[config.mk]
export PLATFORM = sky130hd
export DESIGN_NAME = ptp_event_readout_trigger_config
export DESIGN_NICKNAME = d
export VERILOG_FILES = /design/src/ptp_regs_pkg.sv /design/src/event_queue.sv /design/src/trigger_config_store.sv /design/src/ptp_event_readout_trigger_config.sv
export VERILOG_INCLUDE_DIRS = /design/src
export SDC_FILE = /design/constraint.sdc
export NUM_CORES = 1
export LEC_CHECK = 0
export BUFFER_PORTS_ARGS = -buffer_cell sky130_fd_sc_hd__buf_4
export CELL_PAD_IN_SITES_DETAIL_PLACEMENT = 1
export CELL_PAD_IN_SITES_GLOBAL_PLACEMENT = 1
export CORE_UTILIZATION = 45
export CTS_CLUSTER_SIZE = 10
export DETAILED_ROUTE_END_ITERATION = 8
export PLACE_DENSITY_LB_ADDON = 0.2
export SLEW_MARGIN = 20
export SYNTH_ARGS = -nofsm -noshare
export SYNTH_HDL_FRONTEND = slang
export SYNTH_SLANG_ARGS = --single-unit
[constraint.sdc]
create_clock -name clock -period 16.4 [get_ports clock]
set_clock_uncertainty 0.15 [all_clocks]
set_input_delay 4.92 -clock clock [delete_from_list [all_inputs] [get_ports clock]]
set_output_delay 4.92 -clock clock [all_outputs]
set_load 0.05 [all_outputs]
[src/ptp_regs_map.svh]
`ifndef PTP_REGS_MAP_SVH
`define PTP_REGS_MAP_SVH

// Register addresses and page numbers.
`define PAGE_SEL_ADDR      5'h13
`define TRIG_CFG_ADDR      5'h14
`define EV_STATUS_ADDR     5'h1e
`define EV_DATA_ADDR       5'h1f
`define PAGE_EVENTS        3'h4
`define PAGE_CONFIG        3'h5
`define PAGE_RESET         3'h0

// Trigger configuration port fields.
`define CONFIG_COMMIT_STROBE_BIT        0
`define OUTPUT_UNIT_INDEX_LSB       1
`define OUTPUT_UNIT_INDEX_MSB       3
`define TRIG_INV_BIT       7
`define TRIG_PIN_LSB       8
`define TRIG_PIN_MSB       11
`define COMPLETION_REPORT_ENABLE_BIT    12
`define TRIG_LATE_BIT      13
`define OUTPUT_REPEAT_MODE_BIT       14
`define OUTPUT_PULSE_MODE_BIT     15
`define TRIG_PIN_MAX       4'hc

// Stored trigger settings: {pulse, per, late, notify, pin[3:0], invert}.
`define CFG_W              9
`define CFG_INV            0
`define CFG_PIN_LSB        1
`define CFG_PIN_MSB        4
`define CFG_NOTIFY         5
`define CFG_LATE           6
`define CFG_PER            7
`define CFG_PULSE          8

// Event status fields, held as the low bits of a queue entry.
`define ES_DET_BIT         0
`define ES_MULT_BIT        1
`define ES_NUM_LSB         2
`define ES_NUM_MSB         4
`define ES_RF_BIT          5
`define ES_LEN_LSB         6
`define ES_LEN_MSB         7
`define ES_MISS_LSB        8
`define ES_MISS_MSB        10
`define ES_W               11
`define MISSED_MAX         3'h7

// Queue entry layout: {sec, ns, ext, status}.
`define ENT_EXT_LSB        11
`define ENT_EXT_MSB        26
`define ENT_NS_LSB         27
`define ENT_NS_MSB         56
`define ENT_SEC_LSB        57
`define ENT_SEC_MSB        88
`define ENT_W              89

`define WORD_ZERO          16'h0000
`endif

[src/ptp_regs_pkg.sv]
package ptp_regs_pkg;
  typedef logic [15:0] reg_word_t;
  typedef enum logic [2:0] {
    PH_EXT,
    PH_NS_LO,
    PH_NS_HI,
    PH_SEC_LO,
    PH_SEC_HI,
    PH_DONE
  } rd_phase_t;
endpackage : ptp_regs_pkg

[src/event_queue.sv]
`timescale 1ns/100ps
`default_nettype none
module event_queue
  import ptp_regs_pkg::*;
#(
  parameter int WIDTH = 89,
  parameter int DEPTH = 8
) (
  input  wire logic             clock,
  input  wire logic             rst,
  input  wire logic             push,
  input  wire logic [WIDTH-1:0] push_data,
  input  wire logic             pop,
  output logic      [WIDTH-1:0] head_data,
  output logic                  empty,
  output logic                  full
);
  localparam int AW = $clog2(DEPTH);

  logic [WIDTH-1:0] mem_ff [DEPTH];
  logic [AW-1:0]    wr_ptr_ff;
  logic [AW-1:0]    rd_ptr_ff;
  logic [AW:0]      count_ff;
  logic             do_push;
  logic             do_pop;

  assign empty     = (count_ff == '0);
  assign full      = (count_ff == (AW+1)'(DEPTH));
  assign do_push   = push && !full;
  assign do_pop    = pop && !empty;
  assign head_data = mem_ff[rd_ptr_ff];

  always_ff @(posedge clock)
  begin
    if (do_push)
    begin
      mem_ff[wr_ptr_ff] <= push_data;
    end
  end

  always_ff @(posedge clock)
  begin
    if (rst)
    begin
      wr_ptr_ff <= '0;
      rd_ptr_ff <= '0;
      count_ff  <= '0;
    end
    else
    begin
      if (do_push)
        wr_ptr_ff <= (wr_ptr_ff == AW'(DEPTH-1)) ? '0 : wr_ptr_ff + 1'b1;
      if (do_pop)
        rd_ptr_ff <= (rd_ptr_ff == AW'(DEPTH-1)) ? '0 : rd_ptr_ff + 1'b1;
      if (do_push && !do_pop)
        count_ff <= count_ff + 1'b1;
      else if (do_pop && !do_push)
        count_ff <= count_ff - 1'b1;
    end
  end
endmodule : event_queue
`default_nettype wire

[src/trigger_config_store.sv]
`timescale 1ns/100ps
`default_nettype none
module trigger_config_store
  import ptp_regs_pkg::*;
#(
  parameter int NUM   = 8,
  parameter int CFG_W = 9
) (
  input  wire logic                   clock,
  input  wire logic                   rst,
  input  wire logic                   wr_en,
  input  wire logic [$clog2(NUM)-1:0] wr_idx,
  input  wire logic [CFG_W-1:0]       wr_cfg,
  input  wire logic [$clog2(NUM)-1:0] rd_idx,
  output logic      [CFG_W-1:0]       rd_cfg,
  output logic      [NUM*CFG_W-1:0]   all_cfg
);
  logic [CFG_W-1:0] cfg_ff [NUM];

  // Each trigger keeps its settings until a write with the commit strobe set targets it.
  always_ff @(posedge clock)
  begin
    if (rst)
    begin
      for (int i = 0; i < NUM; i++)
        cfg_ff[i] <= '0;
    end
    else if (wr_en)
    begin
      cfg_ff[wr_idx] <= wr_cfg;
    end
  end

  assign rd_cfg = cfg_ff[rd_idx];

  always_comb
  begin
    for (int i = 0; i < NUM; i++)
      all_cfg[i*CFG_W +: CFG_W] = cfg_ff[i];
  end
endmodule : trigger_config_store
`default_nettype wire

[src/ptp_event_readout_trigger_config.sv]
`timescale 1ns/100ps
`default_nettype none
`include "ptp_regs_map.svh"
module ptp_event_readout_trigger_config
  import ptp_regs_pkg::*;
#(
  parameter int NUM_TRIG  = 8,
  parameter int NUM_UNITS = 8,
  parameter int Q_DEPTH   = 8
) (
  input  wire logic                  clock,
  input  wire logic                  rst,
  input  wire logic                  reg_rd,
  input  wire logic                  reg_wr,
  input  wire logic [4:0]            reg_addr,
  input  wire logic [15:0]           reg_wdata,
  output logic      [15:0]           rd_data_ff,
  output logic                       rd_valid_ff,
  output logic      [2:0]            page_ff,
  input  wire logic                  cap_valid,
  input  wire logic [NUM_UNITS-1:0]  cap_detected,
  input  wire logic [NUM_UNITS-1:0]  cap_rising,
  input  wire logic [29:0]           cap_ns,
  input  wire logic [31:0]           cap_sec,
  output logic                       event_pending_ff,
  output logic      [NUM_TRIG-1:0]   output_pulse_mode_ff,
  output logic      [NUM_TRIG-1:0]   output_repeat_mode_ff,
  output logic      [NUM_TRIG-1:0]   fire_when_overdue_ff,
  output logic      [NUM_TRIG-1:0]   completion_report_enable_ff,
  output logic      [NUM_TRIG-1:0]   late_report_enable_ff,
  output logic      [NUM_TRIG-1:0]   output_invert_mode_ff,
  output logic      [NUM_TRIG*4-1:0] output_pin_route_ff,
  output logic      [NUM_TRIG-1:0]   config_updated_ff
);
  localparam int SW = $clog2(NUM_TRIG);
  localparam int UW = $clog2(NUM_UNITS);

  // Lowest unit index that captured an edge.
  function automatic logic [UW-1:0] lowest_unit(
    input logic [NUM_UNITS-1:0] mask
  );
    logic [UW-1:0] idx;
    idx = '0;
    for (int i = NUM_UNITS - 1; i >= 0; i--)
      if (mask[i])
        idx = UW'(i);
    return idx;
  endfunction : lowest_unit

  function automatic logic several_set(input logic [NUM_UNITS-1:0] mask);
    return (mask & (mask - 1'b1)) != '0;
  endfunction : several_set

  // Interleave detect and direction: bit 2n detect, bit 2n+1 direction.
  function automatic logic [15:0] interleave(
    input logic [NUM_UNITS-1:0] det,
    input logic [NUM_UNITS-1:0] rise
  );
    logic [15:0] w;
    w = `WORD_ZERO;
    for (int n = 0; n < NUM_UNITS; n++)
    begin
      w[2*n]   = det[n];
      w[2*n+1] = det[n] & rise[n];
    end
    return w;
  endfunction : interleave

  // Highest differing 16-bit word index against the previous capture.
  function automatic logic [1:0] changed_words(
    input logic [29:0] ns_new,
    input logic [31:0] sec_new,
    input logic [29:0] ns_old,
    input logic [31:0] sec_old
  );
    logic [1:0] len;
    len = 2'h0;
    if (sec_new[31:16] != sec_old[31:16])
      len = 2'h3;
    else if (sec_new[15:0] != sec_old[15:0])
      len = 2'h2;
    else if (ns_new[29:16] != ns_old[29:16])
      len = 2'h1;
    return len;
  endfunction : changed_words

  logic                  addr_ev_status;
  logic                  addr_ev_data;
  logic                  addr_trig;
  logic                  status_read;
  logic                  data_read;
  logic [`ENT_W-1:0]     head;
  logic [`ENT_W-1:0]     nxt_entry;
  logic                  q_empty;
  logic                  q_full;
  logic                  q_push;
  logic [2:0]            missed_ff;
  logic [29:0]           last_ns_ff;
  logic [31:0]           last_sec_ff;
  logic [`ES_W-1:0]      nxt_status;
  logic [UW-1:0]         first_unit;
  logic [`ES_W-1:0]      cur_sts_ff;
  logic [15:0]           cur_ext_ff;
  logic [29:0]           cur_ns_ff;
  logic [31:0]           cur_sec_ff;
  rd_phase_t             phase_ff;
  logic [15:0]           ev_word;
  logic [SW-1:0]         output_unit_index_ff;
  logic                  trig_write;
  logic [`CFG_W-1:0]     nxt_cfg;
  logic [`CFG_W-1:0]     sel_cfg;
  logic [NUM_TRIG*`CFG_W-1:0] all_cfg;
  logic [15:0]           nxt_rd_data;

  assign addr_ev_status = (page_ff == `PAGE_EVENTS) &&
                          (reg_addr == `EV_STATUS_ADDR);
  assign addr_ev_data   = (page_ff == `PAGE_EVENTS) &&
                          (reg_addr == `EV_DATA_ADDR);
  // Trigger configuration is decoded only on its own page.
  assign addr_trig      = (page_ff == `PAGE_CONFIG) &&
                          (reg_addr == `TRIG_CFG_ADDR);
  assign status_read    = reg_rd && addr_ev_status;
  assign data_read      = reg_rd && addr_ev_data;

  always_ff @(posedge clock)
  begin
    if (rst)
      page_ff <= `PAGE_RESET;
    else if (reg_wr && reg_addr == `PAGE_SEL_ADDR)
      page_ff <= reg_wdata[2:0];
  end

  // Capture side: build one queue entry per capture instant.
  assign first_unit = lowest_unit(cap_detected);
  assign q_push     = cap_valid && (cap_detected != '0);

  always_comb
  begin
    nxt_status = '0;
    nxt_status[`ES_DET_BIT] = 1'b1;
    nxt_status[`ES_MULT_BIT] = several_set(cap_detected);
    nxt_status[`ES_NUM_MSB:`ES_NUM_LSB] = 3'(first_unit);
    nxt_status[`ES_RF_BIT] = cap_rising[first_unit];
    nxt_status[`ES_LEN_MSB:`ES_LEN_LSB] =
      changed_words(cap_ns, cap_sec, last_ns_ff, last_sec_ff);
    nxt_status[`ES_MISS_MSB:`ES_MISS_LSB] = missed_ff;
  end

  assign nxt_entry = {cap_sec, cap_ns,
                      interleave(cap_detected, cap_rising),
                      nxt_status};

  // The length field compares against the previous queued capture, so a
  // dropped capture does not move the reference point.
  always_ff @(posedge clock)
  begin
    if (rst)
    begin
      last_ns_ff  <= '0;
      last_sec_ff <= '0;
    end
    else if (q_push && !q_full)
    begin
      last_ns_ff  <= cap_ns;
      last_sec_ff <= cap_sec;
    end
  end

  // Captures lost to a full queue are counted into the next stored entry.
  always_ff @(posedge clock)
  begin
    if (rst)
      missed_ff <= '0;
    else if (q_push && q_full)
      missed_ff <= (missed_ff == `MISSED_MAX) ? missed_ff : missed_ff + 1'b1;
    else if (q_push)
      missed_ff <= '0;
  end

  event_queue #(
    .WIDTH (`ENT_W),
    .DEPTH (Q_DEPTH)
  ) u_queue (
    .clock     (clock),
    .rst       (rst),
    .push      (q_push),
    .push_data (nxt_entry),
    .pop       (status_read),
    .head_data (head),
    .empty     (q_empty),
    .full      (q_full)
  );

  // Status read loads the head event into the readout registers.
  always_ff @(posedge clock)
  begin
    if (rst)
    begin
      cur_sts_ff <= '0;
      cur_ns_ff  <= '0;
      cur_sec_ff <= '0;
    end
    else if (status_read)
    begin
      cur_sts_ff <= q_empty ? '0 : head[`ES_W-1:0];
      cur_ns_ff  <= head[`ENT_NS_MSB:`ENT_NS_LSB];
      cur_sec_ff <= head[`ENT_SEC_MSB:`ENT_SEC_LSB];
    end
  end

  // Extended word clears once it has been read out.
  always_ff @(posedge clock)
  begin
    if (rst)
      cur_ext_ff <= `WORD_ZERO;
    else if (status_read)
      cur_ext_ff <= q_empty ? `WORD_ZERO : head[`ENT_EXT_MSB:`ENT_EXT_LSB];
    else if (data_read && phase_ff == PH_EXT)
      cur_ext_ff <= `WORD_ZERO;
  end

  // Read sequencer; stopping early is harmless since the next status read
  // restarts it.
  always_ff @(posedge clock)
  begin
    if (rst)
      phase_ff <= PH_DONE;
    else if (status_read)
    begin
      if (!q_empty && head[`ES_MULT_BIT])
        phase_ff <= PH_EXT;
      else if (!q_empty)
        phase_ff <= PH_NS_LO;
      else
        phase_ff <= PH_DONE;
    end
    else if (data_read)
    begin
      case (phase_ff)
        PH_EXT:    phase_ff <= PH_NS_LO;
        PH_NS_LO:  phase_ff <= PH_NS_HI;
        PH_NS_HI:  phase_ff <= PH_SEC_LO;
        PH_SEC_LO: phase_ff <= PH_SEC_HI;
        PH_SEC_HI: phase_ff <= PH_DONE;
        default:   phase_ff <= PH_DONE;
      endcase
    end
  end

  always_comb
  begin
    ev_word = `WORD_ZERO;
    if (cur_sts_ff[`ES_DET_BIT])
    begin
      case (phase_ff)
        PH_EXT:    ev_word = cur_ext_ff;
        PH_NS_LO:  ev_word = cur_ns_ff[15:0];
        PH_NS_HI:  ev_word = {2'b00, cur_ns_ff[29:16]};
        PH_SEC_LO: ev_word = cur_sec_ff[15:0];
        PH_SEC_HI: ev_word = cur_sec_ff[31:16];
        default:   ev_word = `WORD_ZERO;
      endcase
    end
  end

  always_ff @(posedge clock)
  begin
    if (rst)
      event_pending_ff <= 1'b0;
    else
      event_pending_ff <= !q_empty;
  end

  // Trigger configuration port.
  assign trig_write = reg_wr && addr_trig;

  always_comb
  begin
    nxt_cfg = '0;
    nxt_cfg[`CFG_PULSE]  = reg_wdata[`OUTPUT_PULSE_MODE_BIT];
    nxt_cfg[`CFG_PER]    = reg_wdata[`OUTPUT_REPEAT_MODE_BIT];
    nxt_cfg[`CFG_LATE]   = reg_wdata[`TRIG_LATE_BIT];
    nxt_cfg[`CFG_NOTIFY] = reg_wdata[`COMPLETION_REPORT_ENABLE_BIT];
    nxt_cfg[`CFG_PIN_MSB:`CFG_PIN_LSB] =
      reg_wdata[`TRIG_PIN_MSB:`TRIG_PIN_LSB];
    nxt_cfg[`CFG_INV]    = reg_wdata[`TRIG_INV_BIT];
  end

  always_ff @(posedge clock)
  begin
    if (rst)
      output_unit_index_ff <= '0;
    else if (trig_write)
      output_unit_index_ff <= SW'(reg_wdata[`OUTPUT_UNIT_INDEX_MSB:`OUTPUT_UNIT_INDEX_LSB]);
  end

  trigger_config_store #(
    .NUM   (NUM_TRIG),
    .CFG_W (`CFG_W)
  ) u_store (
    .clock   (clock),
    .rst     (rst),
    .wr_en   (trig_write && reg_wdata[`CONFIG_COMMIT_STROBE_BIT]),
    .wr_idx  (SW'(reg_wdata[`OUTPUT_UNIT_INDEX_MSB:`OUTPUT_UNIT_INDEX_LSB])),
    .wr_cfg  (nxt_cfg),
    .rd_idx  (output_unit_index_ff),
    .rd_cfg  (sel_cfg),
    .all_cfg (all_cfg)
  );

  // Per-trigger settings toward the trigger engine, two cycles after a write.
  always_ff @(posedge clock)
  begin
    if (rst)
    begin
      output_pulse_mode_ff        <= '0;
      output_repeat_mode_ff       <= '0;
      fire_when_overdue_ff        <= '0;
      completion_report_enable_ff <= '0;
      late_report_enable_ff       <= '0;
      output_invert_mode_ff       <= '0;
      output_pin_route_ff         <= '0;
    end
    else
    begin
      for (int t = 0; t < NUM_TRIG; t++)
      begin
        output_pulse_mode_ff[t] <=
          all_cfg[t*`CFG_W + `CFG_PULSE];
        output_repeat_mode_ff[t] <=
          all_cfg[t*`CFG_W + `CFG_PER];
        fire_when_overdue_ff[t] <=
          all_cfg[t*`CFG_W + `CFG_LATE];
        completion_report_enable_ff[t] <=
          all_cfg[t*`CFG_W + `CFG_NOTIFY];
        late_report_enable_ff[t] <=
          all_cfg[t*`CFG_W + `CFG_NOTIFY] &&
          !(all_cfg[t*`CFG_W + `CFG_PER] &&
            all_cfg[t*`CFG_W + `CFG_LATE]);
        output_invert_mode_ff[t] <=
          all_cfg[t*`CFG_W + `CFG_INV];
        // Out-of-range pin codes are treated as unconnected.
        output_pin_route_ff[t*4 +: 4] <=
          (all_cfg[t*`CFG_W + `CFG_PIN_LSB +: 4] > `TRIG_PIN_MAX) ?
          4'h0 : all_cfg[t*`CFG_W + `CFG_PIN_LSB +: 4];
      end
    end
  end

  always_ff @(posedge clock)
  begin
    if (rst)
      config_updated_ff <= '0;
    else
    begin
      config_updated_ff <= '0;
      if (trig_write && reg_wdata[`CONFIG_COMMIT_STROBE_BIT])
        config_updated_ff[reg_wdata[`OUTPUT_UNIT_INDEX_MSB:`OUTPUT_UNIT_INDEX_LSB]] <= 1'b1;
    end
  end

  // Read mux; page select reads back on every page, other unmapped addresses and pages return zero.
  always_comb
  begin
    nxt_rd_data = `WORD_ZERO;
    if (reg_addr == `PAGE_SEL_ADDR)
      nxt_rd_data = {13'h0000, page_ff};
    else if (addr_ev_status)
      nxt_rd_data = q_empty ? `WORD_ZERO : 16'(head[`ES_W-1:0]);
    else if (addr_ev_data)
      nxt_rd_data = ev_word;
    else if (addr_trig)
    begin
      nxt_rd_data[`OUTPUT_PULSE_MODE_BIT]  = sel_cfg[`CFG_PULSE];
      nxt_rd_data[`OUTPUT_REPEAT_MODE_BIT]    = sel_cfg[`CFG_PER];
      nxt_rd_data[`TRIG_LATE_BIT]   = sel_cfg[`CFG_LATE];
      nxt_rd_data[`COMPLETION_REPORT_ENABLE_BIT] = sel_cfg[`CFG_NOTIFY];
      nxt_rd_data[`TRIG_PIN_MSB:`TRIG_PIN_LSB] =
        sel_cfg[`CFG_PIN_MSB:`CFG_PIN_LSB];
      nxt_rd_data[`TRIG_INV_BIT]    = sel_cfg[`CFG_INV];
      nxt_rd_data[`OUTPUT_UNIT_INDEX_MSB:`OUTPUT_UNIT_INDEX_LSB] = 3'(output_unit_index_ff);
      nxt_rd_data[`CONFIG_COMMIT_STROBE_BIT]     = 1'b0;
    end
  end

  always_ff @(posedge clock)
  begin
    if (rst)
    begin
      rd_data_ff  <= `WORD_ZERO;
      rd_valid_ff <= 1'b0;
    end
    else
    begin
      rd_valid_ff <= reg_rd;
      if (reg_rd)
        rd_data_ff <= nxt_rd_data;
    end
  end
endmodule : ptp_event_readout_trigger_config
`default_nettype wire

After elaboration in Yosys (flattened, before gate mapping) --
Memories as Yosys holds them, arrays and structs flattened. A register that Yosys moved wholly into a read port is not among the register bits. Index checks and enable logic that the tools add are counted.
Storage, ports and cells: ROM bits 0, RAM bits 776, memories kept 2, register bits 269, bits of input ports 104, output and inout bits 109, word-level logic and storage cells 197, bits in latches 0
Cells by class: equality and inequality tests 18, div/mod/pow operators 0, add/subtract/negate cells 6, reduce and logical (&&, ||, !) cells 64, muxes and demuxes 55, multipliers 0, bitwise gates (word level) 10, shifts and indexed selects 0, $lt $le $gt $ge 11
Memory list:
- u_queue.mem_ff | depth 8, width 88, read ports 1, clocked after memory_dff 1, write ports 1, line event_queue.sv:20 | logic [WIDTH-1:0] mem_ff [DEPTH];
- u_store.cfg_ff | depth 8, width 9, read ports 9, clocked after memory_dff 1, write ports 8, line trigger_config_store.sv:18 | logic [CFG_W-1:0] cfg_ff [NUM];
Operators by type and width (number):
- two-way mux 16 bit | 6
- case mux 16 bit (5 select lines) | 1
- two-way mux 3 bit | 23
- logical AND 1 bit | 33
- > comparator 4 bit, second input constant | 8
- != test 16 bit | 2
- two-way mux 9 bit | 3
- == test 5 bit, second input constant | 4
- == test 3 bit, second input constant | 6
- OR reduction 2 bit | 9
- two-way mux 4 bit | 4
- nonzero test 8 bit | 2
- != test 14 bit | 1
- logical NOT 1 bit | 12
- two-way mux 1 bit | 12
- case mux 3 bit (4 select lines) | 1
- two-way mux 11 bit | 1
- adder 3 x 1 -> 3 bit, second input constant | 3
- OR reduction 9 bit | 1
- AND 1 bit | 8
- AND 8 bit | 1
- < comparator 3 x 4 -> 1 bit, second input constant | 2
- nonzero test 2 bit | 4
- subtractor 8 x 1 -> 8 bit, second input constant | 1
- other kinds (14) | 16

Depth between registers and ports, before layout --
depth in word-level cells 10, depth in mapped cells 13, gate-level depth less buffers 12

Hierarchy --
Synthesis repeated with hierarchy kept, for this count alone.
Unflattened totals: cells, all modules 2449, area total of the unflattened synthesis 40775.4 µm²
Modules (own cells, without submodules):
- event_queue | cells each 1105, area an instance 27440.1 µm², sequential area each 21640.8 µm², times used 1
- ptp_event_readout_trigger_config | cells each 1128, area an instance 9995.8 µm², sequential area each 4864.7 µm², times used 1
- trigger_config_store | cells each 216, area an instance 3339.5 µm², sequential area each 2162.1 µm², times used 1

Least setup slack after synthesis --
OpenSTA, ideal clock, no wires.
kind input to register, start input port cap_detected[5], end memory u_queue.mem_ff[1][0] (netlist bit) (enable), setup slack 1.179 ns, arrival time 14.290 ns, required time 15.469 ns, buffers on the path 0, stages 4, setup time 0.781 ns, cell sequence nor4_4 -> a21oi_1 -> nand2_2 -> nor4b_1
On the way: cells in the longest elaborated chain, start to end 5
RTL lines:
- start, declared | line ptp_event_readout_trigger_config.sv:21 | input wire logic [NUM_UNITS-1:0] cap_detected,
- nonzero test 8 bit | line ptp_event_readout_trigger_config.sv:135 | assign q_push = cap_valid && (cap_detected != '0);
- logical AND 1 bit | line ptp_event_readout_trigger_config.sv:135
- logical AND 1 bit | line event_queue.sv:29 | assign do_push = push && !full;
- two-way mux 1 bit | line event_queue.sv:35 | if (do_push)
- two-way mux 1 bit (not written as such) | line event_queue.sv:37 | mem_ff[wr_ptr_ff] <= push_data;
- end, declared | line event_queue.sv:20
Every way passes these cells.

Worst setup path after layout --
start input port cap_detected[0], end memory u_queue.mem_ff[7][83] (netlist bit) (enable)
The elaborated chain is that of the path after synthesis.

==> metrics.txt <==
Clock transition at path regs 60 ps; WS Path Type in -> reg; initial DRC count 1,356; synth warn 0; EDFF count, synth 776; Seq/Total Area, Yosys 0.7174; n_diodes 0; Max-Cap Viols 0; flops & latches, synth 1,035; number of global-route vias before repair 22,870; Nets 2,666; crit-path max FO 54; maximum vdd drop 0.08963 mV; layout cell share with drive strength beyond 1 0.2366; Routed Antenna Nets 0; Non-Filler Instances 3,809; Int Pwr 4.367 mW; Synth Flop Type edfxtp_1; Leak 15.00 nW; Syn Inst Count 2,317; dpl hpwl 62,130 um; Syn Std Cell Area 39,710 um2; postcts setup bufs 0; CTS sink cnt 1,035; period utilisation layout 0.4990; CP arrival 8350 ps; worst relative slew slack 0.2511; first-pass GRT wire length 150,500 um; final setup margin 8216 ps; Root Buffer clkbuf_16; Pwr Density 122.8 nW/um2; initial core utilization 0.4563; area grow syn2layout 15.72%; Place WS 7411 ps; Chip Height 299.0 um; Worst Tran Pin Value 1113 ps; Seq pwr share 0.523; commonest cells in the netlist edfxtp_1, dfxtp_1, mux4_2; CTS tree yes; IO Port Bufs 209; hold buffers post-CTS 0; RSZ-0062 raised after global routing false; reg-to-reg endpoint u_queue.mem_ff[7][83]$_DFFE_PP_; Hold Slack 316.5 ps; leading area contributor after synthesis edfxtp_1; status finished, final reports clean; routability cong. 0.8482; initial antenna violation count 0; worst r2r path cells 8; hold wc startpoint last_sec_ff[10]$_SDFFE_PP0P_; WL per Instance 26.51 um; final setup fails 0; PostCTS Resize Cnt 0; core area 87,020 um2; Detailed Route WL 101,000 um; syn_nets 2,431; r2r startpoint u_queue.count_ff[0]$_SDFFE_PP0P_; Final Hold Violating Endpoints 0; worst min path class reg -> reg; min Tclk post-route 8184 ps; Final Max Tran Viols 0; Skew-Pair Late Insertion Delay 720 ps; required time of the critical path 16,570 ps; Via density 5.639; top-area cell type share of the netlist area 0.5869; Max H-tree Level 3; worst reg-to-reg setup slack 12,370 ps; Tot Pwr 5.642 mW; count leader, synth edfxtp_1; Yosys cell types 64; NetSw 1.275 mW; Syn Area/Cell 17.14 um2; crit path capture type flop; Via Count 21,480; die width 299.0 um; Clk pwr share 0.418; drt drc 0; hold path endpoint last_sec_ff[10]$_SDFFE_PP0P_; placed cells 3,590; TNS Setup 0 ps; hold path depth 2; die area 89,430 um2; Comb power frac 0.060; FP Rows 108; CP startpoint kind input pin; synth top area cells edfxtp_1, dfxtp_1, mux4_2, mux2i_1, and2_1; Max Root-Sink Buffers 3; TritonCTS Buffers 115; GRT Total Usage 0.2273; switch share 0.2261; num ports 213; largest net degree at the start of global routing 122; Post-synth ARST share 0; fmax 122.2 MHz; drt first pass iters 5; Overflow after GRT 0
-- kinds of logic after synthesis --
logic type               Yosys count  share of synthesized area
multiplexers                     326                     0.1450
XOR/XNOR                          49                    0.01081
AO/OA/AOI/OAI                    265                    0.04317
AND/OR/NAND/NOR                  490                    0.06397
flip-flops                      1035                     0.7174
adder cells (fa/ha/maj)           10                   0.003340
buffers and inverters            142                    0.01632
-- registers in the layout (all words and copies together), names as in the netlist, 14 cells and up, named ones only --
signal / flops
u_queue.mem_ff: 704
u_store.cfg_ff: 72
cur_sec_ff: 32
last_sec_ff: 32
output_pin_route_ff: 32
cur_ns_ff: 30
cur_ext_ff: 16
rd_data_ff: 16
last_ns_ff: 14
-- metal layers --
metal  GRT usage  share of wire  wire length, um  up-vias
li1            -              -                -     9464
met1      0.3067           0.43            43890    11440
met2      0.3911           0.51            51600      462
met3     0.02993          0.038             3846      115
met4     0.05588          0.016             1653        0
met5           0              0                0        -
-- layout by cell type, fill, tap and decap left out, types with 7 or more instances in the layout --
cell type  instances
nand4_1            9
buf_4            248
mux2i_1          107
o21ai_0           37
a21oi_1           82
and2_1            98
dfxtp_1          255
nor2_1           122
nor2b_1           45
edfxtp_1         776
nand2_1          131
nor3_1             7
a211oi_1          63
a21boi_0           8
mux4_2           197
xor2_1            13
o22ai_1            9
nand3_1           13
or2_2              8
inv_1              7
a22oi_1           25
nor4_1             7
xnor2_1           36
clkbuf_16        116
ha_1               9
mux2_2            22
and3b_1           17
a2bb2oi_1          9
clkbuf_1          93
-- worst max-delay path by stage --
stage	startpoint	to	slack [ps]
after floorplan	cap_detected[5]	u_queue.mem_ff[1][0]$_DFFE_PP_	1180
after global placement	cap_detected[1]	u_queue.mem_ff[7][75]$_DFFE_PP_	7460
after detailed placement	cap_detected[0]	u_queue.mem_ff[7][75]$_DFFE_PP_	7410
after CTS	cap_detected[0]	u_queue.mem_ff[7][79]$_DFFE_PP_	8130
after global routing	cap_detected[0]	u_queue.mem_ff[7][83]$_DFFE_PP_	8040
final	cap_detected[0]	u_queue.mem_ff[7][83]$_DFFE_PP_	8220
-- power groups by stage --
stage	Sequential, mW	Combinational (mW)	Clock (mW)
2_1_floorplan	3.04	0.158	0
3_3_place_gp	2.99	0.331	0
3_5_place_dp	3.00	0.341	0
4_1_cts	2.95	0.342	2.41
5_1_grt	2.95	0.360	2.50
6_report	2.95	0.336	2.36
-- per-stage QoR --
stage / utilization / area [um2]
after floorplan: - / 39710
after global placement: 0.4885 / 42510
after detailed placement: 0.4885 / 42510
after CTS: 0.5280 / 45950
after global routing: 0.5280 / 45950
final: 0.5280 / 45950
-- worst max-delay path, stage by stage --
cell and delay [ps]:
buf_4 170, nor4_1 80, buf_4 160, a21oi_1 150, nand2_2 80, buf_4 300, inv_2 290, nand2_1 220
nor2_4 500, buf_4 610, buf_4 760
-- area by class of cell --
type                    instances  area (um2)
inverters                       9       33.78
multi-input cells            1140       10620
clock buffers                 211        3279
repair buffers                251        1913
well taps                    1155        1445
flip-flops and latches       1035       28500
clock inverters                 8       156.4
fillers                      8078       41070
No activity file was read; power rests on OpenSTA's default activity.
